===== src/shared/strap_cfg_map.svh =====
// Register map, field positions and timing counts of the strap configuration loader
`ifndef STRAP_CFG_MAP_SVH
`define STRAP_CFG_MAP_SVH

// ==========================================================
// Management device addresses
`define DEV_PMA            5'h01
`define DEV_AN             5'h07
`define DEV_VEND           5'h1e

// ==========================================================
// Register addresses
`define REG_ADV_MID        16'h0203
`define REG_ADV_HIGH       16'h0204
`define REG_LEADER_CFG     16'h0834
`define REG_TX_LVL_CTRL    16'h08f6
`define REG_TX_LVL_ABLE    16'h08f7
`define REG_SOFT_PD        16'h8812
`define REG_SYS_STATUS     16'h8818
`define REG_CFG_STATUS     16'h8f00

// ==========================================================
// Field positions
`define BIT_ADV_LEADER     4
`define BIT_ADV_HI_ABL     13
`define BIT_ADV_HI_REQ     12
`define BIT_FORCED_LEADER  14
`define BIT_TX_LVL_HI      12
`define BIT_TX_LVL_ABLE    12
`define BIT_SOFT_PD        0
`define BIT_SYS_READY      0
`define BIT_SOFT_PD_RDY    1
`define BIT_STAT_MAC_LO    0
`define BIT_STAT_MAC_HI    1
`define BIT_STAT_BRIDGE    2
`define BIT_STAT_LVL_HI    3
`define BIT_STAT_LATCHED   4

// ==========================================================
// Reset values and timing
`define WORD_ZERO          16'h0000
`define STRAP_SETTLE       2'd2

`endif


===== src/shared/strap_cfg_pkg.sv =====
// Types shared by the strap configuration loader
package strap_cfg_pkg;

  // ==========================================================
  // MAC interface mode decoded from the two select straps
  typedef enum logic [1:0] {
    MAC_RMII  = 2'h0,
    MAC_RSVD1 = 2'h1,
    MAC_RSVD2 = 2'h2,
    MAC_MII   = 2'h3
  } mac_mode_t;

  // ==========================================================
  // Bring-up sequence states, one-hot
  typedef enum logic [2:0] {
    ST_CAPTURE   = 3'b001,
    ST_POWERDOWN = 3'b010,
    ST_RUN       = 3'b100
  } cfg_state_t;

  // ==========================================================
  // Strap pin levels as one group
  typedef struct packed {
    logic high_level_disable;
    logic mac_upper;
    logic mac_lower;
    logic media_bridge;
    logic powerdown_skip;
    logic leader_pref;
  } strap_bits_t;

  // ==========================================================
  // One management access request
  typedef struct packed {
    logic        wr;
    logic        rd;
    logic [4:0]  dev;
    logic [15:0] addr;
    logic [15:0] wdata;
  } mgmt_req_t;

endpackage : strap_cfg_pkg


===== src/hw/strap_sync.sv =====
// Two-flop synchroniser for a group of asynchronous pin levels
`timescale 1ns/1ps
module strap_sync #(
  parameter int WIDTH = 6
) (
  // Clock and reset
  input  wire logic             core_clk,
  input  wire logic             rst_b,
  // Pin levels in, synchronised levels out
  input  wire logic [WIDTH-1:0] pin_in,
  output logic      [WIDTH-1:0] sync_q
);

  logic [WIDTH-1:0] meta_q;

  // First stage feeds only the second stage
  always_ff @(posedge core_clk or negedge rst_b) begin
    if (!rst_b) begin
      meta_q <= '0;
      sync_q <= '0;
    end else begin
      meta_q <= pin_in;
      sync_q <= meta_q;
    end
  end

endmodule : strap_sync


===== src/hw/strap_config_tx_level.sv =====
// Strap capture, transmit-level configuration registers and bring-up sequencing
`timescale 1ns/1ps
`include "strap_cfg_map.svh"

// Summary of operation
// Disable strap low at reset exit sets high-level capability bit to one.
// Disable strap high at reset exit clears capability bit, no 2.4 V mode.
// Advertised ability, request and forced select bits load capability value at reset.
// Writes of one to those three bits are dropped while capability is zero.
// Forced select bit picks transmit level only when negotiation is disabled.
// High level only if both ends able and at least one requests.
// Local ability zero forces the 1.0 V level whatever the partner says.
// Select straps 00 give RMII, 11 give MII, 01 and 10 reserved.
// Pull-down defaults on both select straps give RMII mode.
// Bridge strap 0 is normal operation, 1 is media-converter operation.
// Media-converter operation allowed only with RMII mode selected.
// In converter mode the RMII port bridges straight to the line side.
// Skip strap set: no soft powerdown, negotiation starts at once, then link.
// Skip strap clear: wait in powerdown until host clears the bit.
// Leader strap chooses advertising prefer slave or prefer master.
// Host should set request bit to prefer 2.4 V, clear it for 1.0 V.
// Each strap is sensed and latched on leaving reset, used as defaults.
// Skip strap sets soft powerdown default: 0 enters powerdown, 1 does not.
// Leader strap low gives advertised and forced leader bits zero, high gives one.
// Latched strap values stay fixed until the next reset.
module strap_config_tx_level
  import strap_cfg_pkg::*;
(
  // Clock and reset
  input  wire logic        core_clk,
  input  wire logic        rst_b,
  // Strap pins, asynchronous levels
  input  wire logic        high_level_disable_strap,
  input  wire logic        mac_if_select_upper_strap,
  input  wire logic        mac_if_select_lower_strap,
  input  wire logic        media_bridge_strap,
  input  wire logic        powerdown_skip_strap,
  input  wire logic        leader_preference_strap,
  // Register access port
  input  wire mgmt_req_t   mgmt_req,
  output logic [15:0]      mgmt_rdata_q,
  output logic             mgmt_rvalid_q,
  // Negotiation engine status
  input  wire logic        an_enable,
  input  wire logic        an_done,
  input  wire logic        lp_high_ability,
  input  wire logic        lp_high_request,
  // Configuration outputs
  output logic             tx_level_high_q,
  output mac_mode_t        mac_mode_q,
  output logic             media_bridge_q,
  output logic             soft_powerdown_q,
  output logic             an_start_q,
  output logic             link_bringup_q,
  output logic             adv_leader_q,
  output logic             forced_leader_q,
  output logic             cfg_done_q
);

  // ==========================================================
  // Strap synchronisation and capture
  strap_bits_t pin_now;
  strap_bits_t pin_sync;
  strap_bits_t straps_q;
  logic [1:0]  settle_q;
  cfg_state_t  state_q;
  logic        capture;

  assign pin_now = '{high_level_disable: high_level_disable_strap,
                     mac_upper:          mac_if_select_upper_strap,
                     mac_lower:          mac_if_select_lower_strap,
                     media_bridge:       media_bridge_strap,
                     powerdown_skip:     powerdown_skip_strap,
                     leader_pref:        leader_preference_strap};

  strap_sync #(
    .WIDTH   ($bits(strap_bits_t))
  ) u_sync (
    .core_clk(core_clk),
    .rst_b   (rst_b),
    .pin_in  (pin_now),
    .sync_q  (pin_sync)
  );

  // Wait until the synchroniser holds post-reset levels before sampling
  always_ff @(posedge core_clk or negedge rst_b) begin
    if (!rst_b) begin
      settle_q <= 2'd0;
    end else if (settle_q != `STRAP_SETTLE) begin
      settle_q <= settle_q + 2'd1;
    end
  end

  assign capture = (state_q == ST_CAPTURE) && (settle_q == `STRAP_SETTLE);

  // latch straps once
  // held until reset, pins later carry functional data
  always_ff @(posedge core_clk or negedge rst_b) begin
    if (!rst_b) begin
      straps_q   <= '0;
      cfg_done_q <= 1'b0;
    end else if (capture) begin
      straps_q   <= pin_sync;
      cfg_done_q <= 1'b1;
    end
  end

  // ==========================================================
  // Register access decode
  logic wr_ok;
  logic hit_adv_mid, hit_adv_high, hit_leader, hit_lvl_ctrl;
  logic hit_lvl_able, hit_soft_pd, hit_sys, hit_cfg;

  // Writes before capture are dropped so straps cannot be overrun
  assign wr_ok        = mgmt_req.wr && cfg_done_q;
  assign hit_adv_mid  = (mgmt_req.dev == `DEV_AN)   && (mgmt_req.addr == `REG_ADV_MID);
  assign hit_adv_high = (mgmt_req.dev == `DEV_AN)   && (mgmt_req.addr == `REG_ADV_HIGH);
  assign hit_leader   = (mgmt_req.dev == `DEV_PMA)  && (mgmt_req.addr == `REG_LEADER_CFG);
  assign hit_lvl_ctrl = (mgmt_req.dev == `DEV_PMA)  && (mgmt_req.addr == `REG_TX_LVL_CTRL);
  assign hit_lvl_able = (mgmt_req.dev == `DEV_PMA)  && (mgmt_req.addr == `REG_TX_LVL_ABLE);
  assign hit_soft_pd  = (mgmt_req.dev == `DEV_VEND) && (mgmt_req.addr == `REG_SOFT_PD);
  assign hit_sys      = (mgmt_req.dev == `DEV_VEND) && (mgmt_req.addr == `REG_SYS_STATUS);
  assign hit_cfg      = (mgmt_req.dev == `DEV_VEND) && (mgmt_req.addr == `REG_CFG_STATUS);

  // ==========================================================
  // Transmit-level configuration bits
  logic cap_q;
  logic adv_abl_q;
  logic adv_req_q;
  logic forced_hi_q;

  // capability set by low strap
  // capability cleared by high strap, read-only afterwards
  always_ff @(posedge core_clk or negedge rst_b) begin
    if (!rst_b) begin
      cap_q <= 1'b0;
    end else if (capture) begin
      cap_q <= !pin_sync.high_level_disable;
    end
  end

  // defaults follow capability
  // a one is masked off when capability is zero
  always_ff @(posedge core_clk or negedge rst_b) begin
    if (!rst_b) begin
      adv_abl_q   <= 1'b0;
      adv_req_q   <= 1'b0;
      forced_hi_q <= 1'b0;
    end else if (capture) begin
      adv_abl_q   <= !pin_sync.high_level_disable;
      adv_req_q   <= !pin_sync.high_level_disable;
      forced_hi_q <= !pin_sync.high_level_disable;
    end else if (wr_ok && hit_adv_high) begin
      adv_abl_q   <= mgmt_req.wdata[`BIT_ADV_HI_ABL] & cap_q;
      adv_req_q   <= mgmt_req.wdata[`BIT_ADV_HI_REQ] & cap_q;
    end else if (wr_ok && hit_lvl_ctrl) begin
      forced_hi_q <= mgmt_req.wdata[`BIT_TX_LVL_HI] & cap_q;
    end
  end

  // ==========================================================
  // Leader preference bits
  // strap picks prefer slave or prefer master
  // both leader bits default to strap level
  always_ff @(posedge core_clk or negedge rst_b) begin
    if (!rst_b) begin
      adv_leader_q    <= 1'b0;
      forced_leader_q <= 1'b0;
    end else if (capture) begin
      adv_leader_q    <= pin_sync.leader_pref;
      forced_leader_q <= pin_sync.leader_pref;
    end else if (wr_ok && hit_adv_mid) begin
      adv_leader_q    <= mgmt_req.wdata[`BIT_ADV_LEADER];
    end else if (wr_ok && hit_leader) begin
      forced_leader_q <= mgmt_req.wdata[`BIT_FORCED_LEADER];
    end
  end

  // ==========================================================
  // MAC interface mode and media converter
  // two-bit select decode
  // pulled-down straps read 00 which is RMII
  // bridge strap level selects converter
  // converter only with RMII
  // bridge enable steers the RMII port to the line side
  always_ff @(posedge core_clk or negedge rst_b) begin
    if (!rst_b) begin
      mac_mode_q     <= MAC_RMII;
      media_bridge_q <= 1'b0;
    end else if (capture) begin
      mac_mode_q     <= mac_mode_t'({pin_sync.mac_upper, pin_sync.mac_lower});
      media_bridge_q <= pin_sync.media_bridge && !pin_sync.mac_upper && !pin_sync.mac_lower;
    end
  end

  // ==========================================================
  // Soft powerdown and bring-up sequence
  cfg_state_t state_d;

  // skip strap gives the powerdown default
  always_ff @(posedge core_clk or negedge rst_b) begin
    if (!rst_b) begin
      soft_powerdown_q <= 1'b0;
    end else if (capture) begin
      soft_powerdown_q <= !pin_sync.powerdown_skip;
    end else if (wr_ok && hit_soft_pd) begin
      soft_powerdown_q <= mgmt_req.wdata[`BIT_SOFT_PD];
    end
  end

  // skip goes straight to negotiation
  // powerdown held until the host clears the bit
  always_comb begin
    state_d = state_q;
    case (state_q)
      ST_CAPTURE: begin
        if (capture) begin
          state_d = pin_sync.powerdown_skip ? ST_RUN : ST_POWERDOWN;
        end
      end
      ST_POWERDOWN: begin
        if (!soft_powerdown_q) begin
          state_d = ST_RUN;
        end
      end
      ST_RUN: begin
        if (soft_powerdown_q) begin
          state_d = ST_POWERDOWN;
        end
      end
      default: begin
        state_d = ST_CAPTURE;
      end
    endcase
  end

  always_ff @(posedge core_clk or negedge rst_b) begin
    if (!rst_b) begin
      state_q <= ST_CAPTURE;
    end else begin
      state_q <= state_d;
    end
  end

  // one start pulse on each entry to run, link once negotiation completes
  always_ff @(posedge core_clk or negedge rst_b) begin
    if (!rst_b) begin
      an_start_q     <= 1'b0;
      link_bringup_q <= 1'b0;
    end else begin
      an_start_q     <= (state_d == ST_RUN) && (state_q != ST_RUN);
      link_bringup_q <= (state_q == ST_RUN) && (!an_enable || an_done);
    end
  end

  // ==========================================================
  // Transmit level resolution
  // forced bit only without negotiation
  // both able and one request
  // no local ability keeps 1.0 V; until resolved also 1.0 V
  always_ff @(posedge core_clk or negedge rst_b) begin
    if (!rst_b) begin
      tx_level_high_q <= 1'b0;
    end else if (!an_enable) begin
      tx_level_high_q <= forced_hi_q & cap_q;
    end else if (an_done) begin
      tx_level_high_q <= adv_abl_q & lp_high_ability & (adv_req_q | lp_high_request);
    end else begin
      tx_level_high_q <= 1'b0;
    end
  end

  // ==========================================================
  // Read data, one cycle after the request; unmapped reads give zero
  logic [15:0] rdata_d;

  always_comb begin
    rdata_d = `WORD_ZERO;
    if (hit_adv_mid) begin
      rdata_d[`BIT_ADV_LEADER] = adv_leader_q;
    end else if (hit_adv_high) begin
      rdata_d[`BIT_ADV_HI_ABL] = adv_abl_q;
      rdata_d[`BIT_ADV_HI_REQ] = adv_req_q;
    end else if (hit_leader) begin
      rdata_d[`BIT_FORCED_LEADER] = forced_leader_q;
    end else if (hit_lvl_ctrl) begin
      rdata_d[`BIT_TX_LVL_HI] = forced_hi_q;
    end else if (hit_lvl_able) begin
      rdata_d[`BIT_TX_LVL_ABLE] = cap_q;
    end else if (hit_soft_pd) begin
      rdata_d[`BIT_SOFT_PD] = soft_powerdown_q;
    end else if (hit_sys) begin
      rdata_d[`BIT_SYS_READY]   = cfg_done_q;
      rdata_d[`BIT_SOFT_PD_RDY] = (state_q == ST_POWERDOWN);
    end else if (hit_cfg) begin
      rdata_d[`BIT_STAT_MAC_LO]  = mac_mode_q[0];
      rdata_d[`BIT_STAT_MAC_HI]  = mac_mode_q[1];
      rdata_d[`BIT_STAT_BRIDGE]  = media_bridge_q;
      rdata_d[`BIT_STAT_LVL_HI]  = tx_level_high_q;
      rdata_d[`BIT_STAT_LATCHED] = cfg_done_q;
    end
  end

  always_ff @(posedge core_clk or negedge rst_b) begin
    if (!rst_b) begin
      mgmt_rdata_q  <= `WORD_ZERO;
      mgmt_rvalid_q <= 1'b0;
    end else begin
      mgmt_rdata_q  <= mgmt_req.rd ? rdata_d : `WORD_ZERO;
      mgmt_rvalid_q <= mgmt_req.rd;
    end
  end
endmodule : strap_config_tx_level


===== config.mk =====
export PLATFORM = sky130hd
export DESIGN_NAME = strap_config_tx_level
export DESIGN_NICKNAME = d
export VERILOG_FILES = /design/src/shared/strap_cfg_pkg.sv /design/src/hw/strap_sync.sv /design/src/hw/strap_config_tx_level.sv
export VERILOG_INCLUDE_DIRS = /design/src /design/src/shared
export SDC_FILE = /design/constraint.sdc
export NUM_CORES = 1
export LEC_CHECK = 0
export BUFFER_PORTS_ARGS = -buffer_cell sky130_fd_sc_hd__buf_2
export CAP_MARGIN = 10
export CORE_MARGIN = 1
export CORE_UTILIZATION = 47
export DETAILED_ROUTE_END_ITERATION = 8
export MAX_ROUTING_LAYER = met4
export PLACE_DENSITY = 0.79
export SYNTH_ARGS = -nofsm -noshare
export SYNTH_HDL_FRONTEND = slang
export SYNTH_SLANG_ARGS = --single-unit
export TNS_END_PERCENT = 5

===== constraint.sdc =====
create_clock -name core_clk -period 1.6 [get_ports core_clk]
set_input_delay 0.08 -clock core_clk [delete_from_list [all_inputs] [get_ports core_clk]]
set_output_delay 0.08 -clock core_clk [all_outputs]
set_load 0.02 [all_outputs]

==> results.yml <==
status:
  outcome: "finished clean"
detailed_routing:
  top_layer_used: "met4"
  wl_met3_um: 266
  viasPerCell: 5.265
  drtPass1Iterations: 4
  wl_per_cell_um: 13.61
  wl_met2_um: 2256
  post-route-drc-count: 0
  drt_wl_total_um: 4370
  drt_iter0_drc: 114
  drtAntennaViolNets: 0
  wl_met1_um: 1765
  vias: 1690
setup_path:
  worstReg2RegEnd: "cap_q$_DFFE_PN0P_"
  start_kind: "register"
  critPathSlowestCell: "dfrtp_1"
  worstSetupPathType: "register to register"
  required_ns: 1.77
  crit_path_max_fanout: 5
  critPathLaunch: "settle_q[0]$_DFFE_PN0P_"
  cp_slowest_stage_delay_ns: 0.39
  path_cells: "inv_1, ha_1, nor4bb_2, buf_4, and2_1, nor2_1"
  reg2reg_from: "settle_q[0]$_DFFE_PN0P_"
  reg2reg_slack_ns: 0.08
  crit_path_end_kind: "register"
  cp-endpoint: "cap_q$_DFFE_PN0P_"
  worstRegToRegCells: 6
  worstPathArrival_ns: 1.69
cts:
  clkLatencyLatePin_ns: 0.29
  clockRootBuffer: "clkbuf_8"
  cts_tree: "yes"
  clk_transition_reported_paths_ns: 0.07
  h-tree-depth: 2
  cts_buffers: 5
  cts_max_path_buffers: 2
  cts_num_sinks: 40
placement:
  placed_cells: 305
  place_hpwl_um: 3325
  place_area_mm2: 0.002330
  routabilityCongestion: 0.8981
  portBuffers: 58
power_and_ir_drop:
  ir_worst_vdd_uv: 807.9
  powerDensity_mw_per_mm2: 1196
  power.leakage_nw: 1.233
  power_mw: 2.996
layout:
  final_cells: 321
  final_common_cell: "buf_2"
  syn_to_final_growth_pct: 36.47
  final_util_pct: 67.41
  final_area_mm2: 0.002505
  nFillCells: 302
  num_antenna_cells: 0
  nNetsFinal: 325
  drive_gt1_share_pct: 34.80
  layout_common_cells: "buf_2 (58), dfrtp_1 (39), nand2_1 (24)"
global_route:
  grt_max_degree: 22
  overflow: 0
  antenna_found_initial: 0
  grt_pass1_vias: 1643
  track_usage_pct: 23.67
  grt_pass1_wl_um: 7155
sta:
  timing.final.hold_violations: 0
  period_needed_ns: 1.515
  setup-tns-final_ns: 0
  setup_viol: 0
  finalCritPeriodShare_pct: 94.69
  skew_ns: 0.004855
  max_clock_freq_mhz: 660.0
  finalMaxSlewViolations: 0
worst_hold_path:
  hp-class: "primary input to register"
  worstHoldStart: "an_enable"
floorplan:
  die_area_mm2: 0.004159
  die_w_um: 64.49
  rows: 22
  pin_count: 78
  coreArea_mm2: 0.003716
  die_y_um: 64.49
  start_util_pct: 49.39
synth:
  synth_seq_cells: 40
  ys_seq_area_share_pct: 54.60
  synthXorXnorAreaFrac_pct: 0.4772
  ys_types: 44
  yosysWarnings: 0
  yosys.area_share.adder_pct: 0.6817
  synth_top_family_by_area: "simple AND/OR/NAND/NOR gates"
  synth_compound_area_share_pct: 7.362
  syn_area_mm2: 0.001836
  muxShareOfSynthArea_pct: 3.272
  synth.avg_cell_area_um2: 10.25
  synthCells: 179
  synthSimpleGateAreaFrac_pct: 28.70
flow_run:
  cap_violations: 0
## stage by stage
step | hold WS, ns | setup WS, ns
global route | 0.01239 | -0.03623
global placement | 0.05362 | -0.1209
detailed placement | 0.05634 | -0.1339
finish | 0.007800 | 0.08490
CTS | 0.001406 | 0.05769
floorplan | -0.2156 | 0.03259
## repair_timing
item,in CTS,in global routing
setup buffers,0,1
gates resized for setup,0,3
hold buffers,8,0
endpoints found under the setup margin,0,1
endpoints found under the hold margin,26,0
## metal layers
| metal | GRT usage (%) | up-vias |
|---|---|---|
| met5 | - | - |
| met4 | 10.28 | 0 |
| met3 | 5.986 | 9 |
| met2 | 39.21 | 65 |
| met1 | 27.26 | 810 |
| li1 | - | 806 |
## power breakdown
group          leakage (nW)  internal (mW)  total, mW  switching [mW]
Clock                0.0410          0.296      0.613           0.317
Sequential            0.487           1.23       1.41           0.182
Combinational         0.706          0.427      0.975           0.548
## logic make-up (layout without fill, tap and decap cells)
| family | after synthesis | count (layout) |
|---|---|---|
| simple gates | 93 | 93 |
| flops | 40 | 40 |
| compound gates | 22 | 22 |
| buf+inv | 15 | 102 |
| mux | 6 | 6 |
| fa+ha+maj | 1 | 1 |
| other cells | 1 | 8 |
| xor+xnor | 1 | 1 |
## cells in the mapped netlist (all sizes together)
cell type  count  area, um2
nand4bb        1      11.26
o21a           1      7.510
nand4          7      43.79
a21oi          7      35.03
and3           3      18.77
nand3          9      45.04
and2           7      43.80
a21o           1      7.510
nand2         24      90.09
clkbuf         2      7.510
nand2b         4      25.02
or4            1      11.26
o22ai          2      12.51
dfrtp         39      975.9
nor2          14      52.55
and4b          1      10.01
nor4           4      40.04
and3b          1      8.760
nor4bb         2      20.02
and4           1      8.760
nor2b          2      12.51
or2            1      6.260
dfstp          1      26.28
o221a          1      11.26
a211oi         1      7.510
nor3           3      15.01
o221ai         1      8.760
a31oi          2      12.51
nor3b          2      15.01
buf            8      60.06
ha             1      12.51
xnor2          1      8.760
conb           1      3.750
inv            5      18.76
or3            2      12.51
or4b           1      10.01
a21boi         1      7.510
nor4b          3      26.28
mux2i          6      60.06
o21ai          5      25.02
## cell type report
cell class | instances | area [um2] | area share [%]
sequential | 40 | 1002 | 40.01
multi-input combinational | 131 | 783.3 | 31.27
timing repair buffer | 90 | 563.0 | 22.48
clock buffer | 6 | 72.57 | 2.897
tap | 48 | 60.06 | 2.398
inverter | 5 | 18.77 | 0.7493
clock inverter | 1 | 5.005 | 0.1998
## critical path: cells and delay by family (launching register included)
family | cells | cell delay [ns]
flip-flops | 1 | 0.39
adder cells (fa/ha/maj) | 1 | 0.17
AND/OR/NAND/NOR | 3 | 0.58
buffers and inverters | 2 | 0.26
## worst min-delay path by stage
stage                                             to  slack [ns]  cells past startpoint
after floorplan                adv_abl_q$_DFFE_PN0P_       -0.22                      0
after global placement    u_sync.sync_q[2]$_DFF_PN0_        0.05                      1
after detailed placement  u_sync.sync_q[2]$_DFF_PN0_        0.06                      1
after CTS                  tx_level_high_q$_DFF_PN0_       0.001                      2
after global routing       tx_level_high_q$_DFF_PN0_        0.01                      2
final                      tx_level_high_q$_DFF_PN0_       0.008                      2
## registers in the layout (all words and copies together) (netlist names)
signal,cells
adv_abl_q,1
forced_hi_q,1
mac_mode_q,2
forced_leader_q,1
link_bringup_q,1
adv_leader_q,1
settle_q,2
mgmt_rdata_q,8
an_start_q,1
mgmt_rvalid_q,1
soft_powerdown_q,1
u_sync.sync_q,6
cap_q,1
adv_req_q,1
media_bridge_q,1
cfg_done_q,1
tx_level_high_q,1
state_q,3
u_sync.meta_q,6
No activity file was read; power rests on OpenSTA's default activity.
